<file path="src/afc_defs.svh">
// constants for the host controller of an 8k x 9 asynchronous fifo device
// assumes one 125 MHz system clock; device pins are asynchronous to it
`ifndef AFC_DEFS_SVH
`define AFC_DEFS_SVH
`define AFC_WIDTH 9
`define AFC_DEPTH 8192
`define AFC_PTR_W 14
`define AFC_ADDR_W 4
// register offsets
`define AFC_REG_CTRL 4'h0
`define AFC_REG_STAT 4'h1
`define AFC_REG_WDATA 4'h2
`define AFC_REG_RDATA 4'h3
`define AFC_REG_COUNT 4'h4
// control fields
`define AFC_CTRL_CHAIN 0
`define AFC_CTRL_FIRST 1
`define AFC_CTRL_RESET 2
`define AFC_CTRL_REPLAY 3
// strobe timing: low pulse width and recovery, in ns
`define AFC_PULSE_NS 35
`define AFC_RECOV_NS 15
`define AFC_CLK_NS 8
`define AFC_PULSE_CYC ((`AFC_PULSE_NS + `AFC_CLK_NS - 1) / `AFC_CLK_NS)
`define AFC_RECOV_CYC ((`AFC_RECOV_NS + `AFC_CLK_NS - 1) / `AFC_CLK_NS)
`define AFC_CNT_W 4
`endif

</file>
<file path="src/afc_pkg.sv">
// types for the fifo device host controller
// assumes afc_defs.svh is on the include path
package afc_pkg;
`include "afc_defs.svh"
   // strobe sequencer states, gray along idle-low-recover
   typedef enum logic [1:0] {
      AFC_IDLE = 2'b00,
      AFC_LOW = 2'b01,
      AFC_RECOV = 2'b11
   } afc_state_t;
endpackage

</file>
<file path="src/afc_strobe_if.sv">
// carrier between the host top and one strobe sequencer
// assumes both ends share clk_sys
`timescale 1ns/10ps
interface afc_strobe_if;
   logic start;
   logic busy;
   logic strobeN;
   modport host (output start, input busy, input strobeN);
   modport seq (input start, output busy, output strobeN);
endinterface

</file>
<file path="src/afc_strobe_seq.sv">
// one active-low request strobe generator with minimum low and recovery times
// assumes start is a single-cycle pulse given only while busy is low
`timescale 1ns/10ps
`include "afc_defs.svh"
module afc_strobe_seq
   import afc_pkg::*;
(
   input wire logic clk_sys,
   input wire logic rstn,
   input wire logic clkEn,
   afc_strobe_if.seq sq
);
   afc_state_t state_q;
   logic [`AFC_CNT_W-1:0] cnt_q;
   // sequencer: strobe low for the pulse count, then high for recovery
   // request strobe pulse
   always_ff @(posedge clk_sys or negedge rstn)
   begin
      if (!rstn)
      begin
         state_q <= AFC_IDLE;
         cnt_q <= '0;
      end
      else if (clkEn)
      begin
         case (state_q)
            AFC_IDLE:
            begin
               if (sq.start)
               begin
                  state_q <= AFC_LOW;
                  cnt_q <= `AFC_CNT_W'(`AFC_PULSE_CYC - 1);
               end
            end
            AFC_LOW:
            begin
               if (cnt_q == '0)
               begin
                  state_q <= AFC_RECOV;
                  cnt_q <= `AFC_CNT_W'(`AFC_RECOV_CYC - 1);
               end
               else
                  cnt_q <= cnt_q - 1'b1;
            end
            AFC_RECOV:
            begin
               if (cnt_q == '0)
                  state_q <= AFC_IDLE;
               else
                  cnt_q <= cnt_q - 1'b1;
            end
            default: state_q <= AFC_IDLE;
         endcase
      end
   end
   assign sq.strobeN = (state_q != AFC_LOW);
   assign sq.busy = (state_q != AFC_IDLE);
   // count is the pulse length in cycles, 35 ns at 8 ns rounded up
   a_strobe_width: assert property (@(posedge clk_sys) disable iff (!rstn)
      $fell(sq.strobeN) && clkEn |-> !sq.strobeN [*5])
      else $error("strobe low shorter than pulse time");
endmodule

</file>
<file path="src/afc_host.sv">
// host controller driving an 8k x 9 asynchronous fifo device through its pins
// assumes device flags arrive asynchronously; software uses the plain register port
`timescale 1ns/10ps
`include "afc_defs.svh"
module afc_host
   import afc_pkg::*;
(
   input wire logic clk_sys,
   input wire logic rstn,
   input wire logic clkEn,
   input wire logic [`AFC_ADDR_W-1:0] regAddr,
   input wire logic [31:0] regWdata,
   input wire logic regWr,
   input wire logic regRd,
   output logic [31:0] regRdata,
   output logic write_n,
   output logic read_n,
   output logic [`AFC_WIDTH-1:0] write_bus,
   input wire logic [`AFC_WIDTH-1:0] read_bus,
   input wire logic empty_flag_n,
   input wire logic full_flag_n,
   input wire logic chain_token_out_or_half_flag,
   output logic first_load_or_replay,
   output logic reset_n
);
   afc_strobe_if wrIf();
   afc_strobe_if rdIf();
   logic [1:0] emptySync_q;
   logic [1:0] fullSync_q;
   logic [1:0] halfSync_q;
   logic chain_q;
   logic firstLoad_q;
   logic devReset_q;
   logic replay_q;
   logic [`AFC_WIDTH-1:0] wdata_q;
   logic [`AFC_WIDTH-1:0] rdata_q;
   logic [`AFC_WIDTH-1:0] wbus_q;
   logic [`AFC_WIDTH-1:0] rbusSync_q;
   logic wrapped_q;
   logic rdValid_q;
   logic wrPend_q;
   logic rdPend_q;
   logic wrLost_q;
   logic rdLost_q;
   logic [`AFC_PTR_W-1:0] count_q;
   logic [`AFC_PTR_W-1:0] wrPtr_q;
   logic rdEnd_q;
   logic devEmpty;
   logic devFull;
   logic devHalf;
   logic wrGo;
   logic rdGo;
   logic replayOk;
   logic [31:0] rdMux;

   afc_strobe_seq u_wr (.clk_sys(clk_sys), .rstn(rstn), .clkEn(clkEn), .sq(wrIf.seq));
   afc_strobe_seq u_rd (.clk_sys(clk_sys), .rstn(rstn), .clkEn(clkEn), .sq(rdIf.seq));

   // two-flop synchronisers for the device flags
   always_ff @(posedge clk_sys or negedge rstn)
   begin
      if (!rstn)
      begin
         emptySync_q <= 2'h0;
         fullSync_q <= 2'h3;
         halfSync_q <= 2'h3;
      end
      else if (clkEn)
      begin
         emptySync_q <= {emptySync_q[0], empty_flag_n};
         fullSync_q <= {fullSync_q[0], full_flag_n};
         halfSync_q <= {halfSync_q[0], chain_token_out_or_half_flag};
      end
   end
   assign devEmpty = !emptySync_q[1];
   assign devFull = !fullSync_q[1];
   // half-full hidden when chained
   assign devHalf = !halfSync_q[1] && !chain_q;

   // control register: mode, first-load selection, device reset
   always_ff @(posedge clk_sys or negedge rstn)
   begin
      if (!rstn)
      begin
         chain_q <= 1'b0;
         firstLoad_q <= 1'b0;
         devReset_q <= 1'b1;
      end
      else if (clkEn && regWr && regAddr == `AFC_REG_CTRL)
      begin
         chain_q <= regWdata[`AFC_CTRL_CHAIN];
         firstLoad_q <= regWdata[`AFC_CTRL_FIRST];
         devReset_q <= regWdata[`AFC_CTRL_RESET];
      end
   end
   // device reset held while rstn low or bit set
   assign reset_n = !devReset_q;

   // writes only when the device is not full and sequencer idle
   assign wrGo = wrPend_q && !wrIf.busy && !devFull && !devReset_q;
   // reads only when the device is not empty
   assign rdGo = rdPend_q && !rdIf.busy && !devEmpty && !devReset_q && !replay_q;
   assign wrIf.start = wrGo;
   assign rdIf.start = rdGo;
   assign write_n = wrIf.strobeN;
   assign read_n = rdIf.strobeN;

   // write data register, nine bits to the bus
   always_ff @(posedge clk_sys or negedge rstn)
   begin
      if (!rstn)
      begin
         wdata_q <= '0;
         wbus_q <= '0;
         wrPend_q <= 1'b0;
         wrLost_q <= 1'b0;
      end
      else if (clkEn)
      begin
         // bus word frozen for the whole strobe; queue register free again
         if (wrGo)
         begin
            wbus_q <= wdata_q;
            wrPend_q <= 1'b0;
         end
         if (regWr && regAddr == `AFC_REG_WDATA)
         begin
            wdata_q <= (wrPend_q && !wrGo) ? wdata_q : regWdata[`AFC_WIDTH-1:0];
            wrPend_q <= 1'b1;
            wrLost_q <= wrLost_q | (wrPend_q && !wrGo);
         end
         if (regWr && regAddr == `AFC_REG_STAT)
            wrLost_q <= 1'b0;
      end
   end
   // data and strobe only, no address leaves the host
   assign write_bus = wbus_q;

   // read word captured when the strobe rises, in device order
   always_ff @(posedge clk_sys or negedge rstn)
   begin
      if (!rstn)
      begin
         rdata_q <= '0;
         rdValid_q <= 1'b0;
         rdPend_q <= 1'b0;
         rdLost_q <= 1'b0;
         rdEnd_q <= 1'b0;
         rbusSync_q <= '0;
      end
      else if (clkEn)
      begin
         rdEnd_q <= !rdIf.strobeN;
         rbusSync_q <= read_bus; // first stage for the async data pins
         if (rdEnd_q && rdIf.strobeN)
         begin
            rdata_q <= rbusSync_q;
            rdValid_q <= 1'b1;
         end
         else if (regRd && regAddr == `AFC_REG_RDATA)
            rdValid_q <= 1'b0;
         if (regWr && regAddr == `AFC_REG_RDATA)
            rdPend_q <= 1'b1;
         else if (rdGo)
            rdPend_q <= 1'b0;
         if (regWr && regAddr == `AFC_REG_RDATA && rdPend_q && !rdGo)
            rdLost_q <= 1'b1;
         else if (regWr && regAddr == `AFC_REG_STAT)
            rdLost_q <= 1'b0;
      end
   end

   // replay allowed only if the write pointer never wrapped, and never when chained
   assign replayOk = !chain_q && !wrapped_q;

   // replay pulse on the shared first-load pin
   always_ff @(posedge clk_sys or negedge rstn)
   begin
      if (!rstn)
         replay_q <= 1'b0;
      else if (clkEn)
         replay_q <= regWr && regAddr == `AFC_REG_CTRL && regWdata[`AFC_CTRL_REPLAY]
            && !regWdata[`AFC_CTRL_CHAIN] && replayOk && !rdIf.busy && !rdGo;
   end
   // chained: pin is first-load select; else idle-high replay strobe
   assign first_load_or_replay = chain_q ? !firstLoad_q : !replay_q;

   // occupancy tracking: count of words, write position since reset
   always_ff @(posedge clk_sys or negedge rstn)
   begin
      if (!rstn)
      begin
         count_q <= '0;
         wrPtr_q <= '0;
         wrapped_q <= 1'b0;
      end
      else if (clkEn)
      begin
         if (devReset_q)
         begin
            count_q <= '0;
            wrPtr_q <= '0;
            wrapped_q <= 1'b0;
         end
         else
         begin
            if (replay_q)
               count_q <= wrPtr_q + (wrGo ? 1'b1 : 1'b0);
            else if (wrGo && !rdGo)
               count_q <= count_q + 1'b1;
            else if (rdGo && !wrGo)
               count_q <= count_q - 1'b1;
            if (wrGo)
               wrPtr_q <= wrPtr_q + 1'b1;
            // sticky once the device write pointer passes its top location
            if (wrGo && wrPtr_q == `AFC_PTR_W'(`AFC_DEPTH - 1))
               wrapped_q <= 1'b1;
         end
      end
   end

   // register read mux, data in the next cycle
   always_comb
   begin
      rdMux = '0;
      case (regAddr)
         `AFC_REG_CTRL: rdMux = {28'h0000_000, 1'b0, devReset_q, firstLoad_q, chain_q};
         `AFC_REG_STAT: rdMux = {24'h00_0000, rdLost_q, wrLost_q, rdValid_q, rdPend_q,
            wrPend_q, devHalf, devFull, devEmpty};
         `AFC_REG_RDATA: rdMux = {23'h00_0000, rdata_q};
         `AFC_REG_COUNT: rdMux = {18'h0_0000, count_q};
         default: rdMux = '0;
      endcase
   end
   always_ff @(posedge clk_sys or negedge rstn)
   begin
      if (!rstn)
         regRdata <= '0;
      else if (clkEn)
         regRdata <= regRd ? rdMux : '0;
   end

   a_write_not_full: assert property (@(posedge clk_sys) disable iff (!rstn)
      $fell(write_n) |-> $past(fullSync_q[1]))
      else $error("write strobe started while device full");
   a_read_not_empty: assert property (@(posedge clk_sys) disable iff (!rstn)
      $fell(read_n) |-> $past(emptySync_q[1]))
      else $error("read strobe started while device empty");
   a_replay_chain: assert property (@(posedge clk_sys) disable iff (!rstn)
      chain_q |-> !replay_q && first_load_or_replay == !firstLoad_q)
      else $error("replay driven in chained mode");
   a_reset_pin: assert property (@(posedge clk_sys) disable iff (!rstn)
      devReset_q |-> write_n && read_n)
      else $error("strobe during device reset");
endmodule

</file>
<file path="config.mk">
export PLATFORM = sky130hd
export DESIGN_NAME = afc_host
export DESIGN_NICKNAME = d
export VERILOG_FILES = /design/src/afc_pkg.sv /design/src/afc_strobe_if.sv /design/src/afc_strobe_seq.sv /design/src/afc_host.sv
export VERILOG_INCLUDE_DIRS = /design/src
export SDC_FILE = /design/constraint.sdc
export NUM_CORES = 1
export LEC_CHECK = 0
export BUFFER_PORTS_ARGS = -buffer_cell sky130_fd_sc_hd__buf_4
export CAP_MARGIN = 20
export CORE_UTILIZATION = 57
export CTS_BUF_LIST = sky130_fd_sc_hd__clkbuf_8 sky130_fd_sc_hd__clkbuf_16
export DETAILED_ROUTE_END_ITERATION = 8
export HOLD_SLACK_MARGIN = 0.12
export PLACE_DENSITY = 0.93
export SLEW_MARGIN = 20
export SYNTH_ARGS = -nofsm -noshare
export SYNTH_HDL_FRONTEND = slang
export SYNTH_SLANG_ARGS = --single-unit
</file>
<file path="constraint.sdc">
create_clock -name clk_sys -period 4.2 [get_ports clk_sys]
set_clock_uncertainty 0.1 [all_clocks]
set_input_delay 0.84 -clock clk_sys [delete_from_list [all_inputs] [get_ports clk_sys]]
set_output_delay 0.84 -clock clk_sys [all_outputs]
set_load 0.05 [all_outputs]
</file>
==> impl_metrics.yaml <==
logic_synthesis:
  ys_seq_elements: 107
  async_flop_share_pct: 100
  avgSynthCellArea_um2: 9.88
  ys_types: 69
  synthFlopType: "dfrtp_1"
  yosysTopAreaCell: "dfrtp_1"
  synthTopCellsByCount: "102 x dfrtp_1, 85 x nand2_1, 41 x nor2_1, 39 x o21ai_0, 35 x mux2_2"
  syn-cell-area_um2: 5880
  yosysMostFrequentCell: "dfrtp_1"
  yosysTopAreaCellShare_pct: 43.4
  synth_edf_count: 0
  seq_area_frac_synth_pct: 45.6
  syn_inst: 595
  synth_area_leaders: "dfrtp_1 43%, mux2_2 6.7%, nand2_1 5.4%"
  ys_warn_count: 0
clocking:
  cts_sinks: 107
  path_clk_slew_ns: 0.11
  clock_latency_ns: 0.39
  postCtsHoldBufs: 0
  cts.repair.resized: 0
  post-cts-setup-buffer-count: 0
  clockRootBuffer: "clkbuf_8"
  htreeDepth: 3
  tritoncts: "yes"
  cts_buffer_depth: 2
  numCtsBuffers: 9
sta:
  setup_violations: 0
  max_freq_ghz: 0.262
  hold_viol_final: 0
  worst_slew_pin_slew_ns: 0.987
  finalSetupTns_ns: 0
  slew-limit-headroom_pct: 34.0
  period_share_pct: 90.7
  setup_ws_ns: 0.389
  drv_slew: 0
  period_minus_slack_ns: 3.81
  rsz0062_at_grt: "false"
critical_path:
  cp_top_family: "buffers and inverters"
  slowest_delay_ns: 0.66
  worst_path_max_delay_cell: "dfstp_2"
  worstSetupEndpointType: "flop"
  start_kind: "flop"
  critPathKind: "reg -> reg"
  path_cells: "inv_1 > nand2_2 > inv_2 > ha_1 > inv_1 > ha_1 > a21oi_1 > nor2_1 > a211oi_1 > nand2_1 > mux4_2 > o2111ai_1"
  crit_buf_inv: 3
  path_max_fanout: 15
  cp_data_required_time_ns: 4.40
  arrival_ns: 4.01
floorplan:
  pin_count: 98
  die_area_um2: 10700
  core_area_um2: 9860
  die_x_um: 104
  die_y_um: 104
  initial_core_util_pct: 59.6
  fp-row-count: 36
placement:
  dp.cells: 766
  place.gp.congestion: 0.912
  pre_cts_slack_ns: 0.497
  dpl.hpwl_mm: 10.1
  io_buffer_count: 56
cells_and_area:
  num-fill-cells: 709
  nets: 719
  drive_above_1_share_pct: 21.3
  fin_cells: 782
  antennaDiodeCount: 0
  multi_input_area_um2: 2950
  seq_area_um2: 2680
  area_growth_pct: 10.4
power_and_ir_drop:
  power_frac_comb_pct: 43.7
  p_clk_share_pct: 16.1
  p_sw_share_pct: 42.0
  peakVddDrop_mv: 0.433
  p_total_mw: 3.73
  power.density_nw_per_um2: 574
  p_seq_share_pct: 40.2
  p_switching_mw: 1.57
  internal-power_mw: 2.16
  leakagePower_nw: 2.99
route:
  drcViolationCount: 0
  drt_iter0_drc: 370
  viasPerCell: 6.20
  vias: 4850
  wl_per_cell_um: 17.9
  finalWirelength_mm: 14.0
  drt_pass1_iterations: 6
  drt.antenna.violating_nets: 0
flow_run:
  maxCapViolations: 0
status:
  outcome: "finished clean"
global_routing:
  grt_first_pass_wirelength_mm: 23.2
  grt.overflow.total: 0
  grt_pass1_vias: 4787
  grt_max_degree: 50
  antenna_found_initial: 0
  grt_use_total_pct: 26.9
worst_hold_path:
  hold_path_class: "in -> async"
## routing by layer
layer  global-route usage, %  vias to the layer above  wire [µm]
li1                        -                     2211          -
met1                    33.8                     2374       5730
met2                    44.5                      216       6870
met3                    5.66                       49        862
met4                    13.0                        0        526
met5                       0                        -          0
## state kept, by name, indices dropped and copies added, names as in the netlist, 4 cells and up
name / flops
wdata_q: 9
rbusSync_q: 9
u_rd.cnt_q: 4
wrPtr_q: 14
regRdata: 14
count_q: 14
rdata_q: 9
write_bus: 9
u_wr.cnt_q: 4
## power groups by stage
| stage | logic, mW | registers, mW | clock network (mW) |
|---|---|---|---|
| 5_1_grt | 1.79 | 1.52 | 0.640 |
| 2_1_floorplan | 1.13 | 1.58 | 0 |
| 3_5_place_dp | 1.59 | 1.51 | 0 |
| 6_report | 1.63 | 1.50 | 0.598 |
| 3_3_place_gp | 1.52 | 1.49 | 0 |
| 4_1_cts | 1.61 | 1.49 | 0.598 |
## area by class of cell
cell class | count | share of cell area, %
sequential | 107 | 41.3
inverter | 18 | 1.04
timing repair buffer | 60 | 6.94
multi-input combinational | 448 | 45.4
tap | 133 | 2.56
clock inverter | 6 | 0.636
clock buffer | 10 | 2.12
## worst register-to-register path, cell delays in order (launching register included)
cell       delay, ns
dfstp_2         0.66
inv_1           0.18
nand2_2         0.23
inv_2           0.15
ha_1            0.28
inv_1           0.44
ha_1            0.42
a21oi_1         0.16
nor2_1          0.06
a211oi_1        0.33
nand2_1         0.13
mux4_2          0.48
o2111ai_1       0.12
## cells by family after synthesis
| logic type | after synthesis | synth area share, % |
|---|---|---|
| flip-flops | 107 | 45.6 |
| AND/OR/NAND/NOR | 200 | 16.7 |
| buffers and inverters | 57 | 5.32 |
| multiplexers | 40 | 7.77 |
| XOR/XNOR | 19 | 2.83 |
| AO/OA/AOI/OAI | 149 | 16.9 |
| other | 1 | 0.0638 |
| adder cells (fa/ha/maj) | 22 | 4.81 |
## path summary, 6_finish.rpt
kind / start / to / slack (ns) / depth (start not counted)
worst max register to register: devReset_q / count_q[13] / 0.39 / 12
min in group clk_sys: wdata_q[3] / write_bus[3] / 0.38 / 2
worst min-delay path: rstn / wrPtr_q[2] / 0.36 / 1
worst max-delay path: devReset_q / count_q[13] / 0.39 / 12
worst min register to register: wdata_q[3] / write_bus[3] / 0.38 / 2
max in group asynchronous: rstn / fullSync_q[0] / 2.77 / 2
## per-stage QoR
step / hold slack [ns] / utilization, % / area (µm²)
6_report: 0.363 / 65.8 / 6490
5_1_grt: 0.410 / 65.8 / 6490
4_1_cts: 0.375 / 65.8 / 6490
3_5_place_dp: 0.354 / 64.0 / 6320
3_3_place_gp: 0.342 / 64.0 / 6320
2_1_floorplan: 0.333 / - / 5940
## placed cells by master, fill, tap and decap left out, types with 12 or more instances in the layout
cell type  instances
nand2_1           85
buf_4             60
o21ai_0           38
nor2_1            41
o2bb2ai_1         14
xor2_1            12
conb_1            18
mux2_2            35
inv_1             17
ha_1              21
dfrtp_1          102
a21oi_1           32
nand3_1           16
Note: power is estimated with default switching activity, not from simulation.
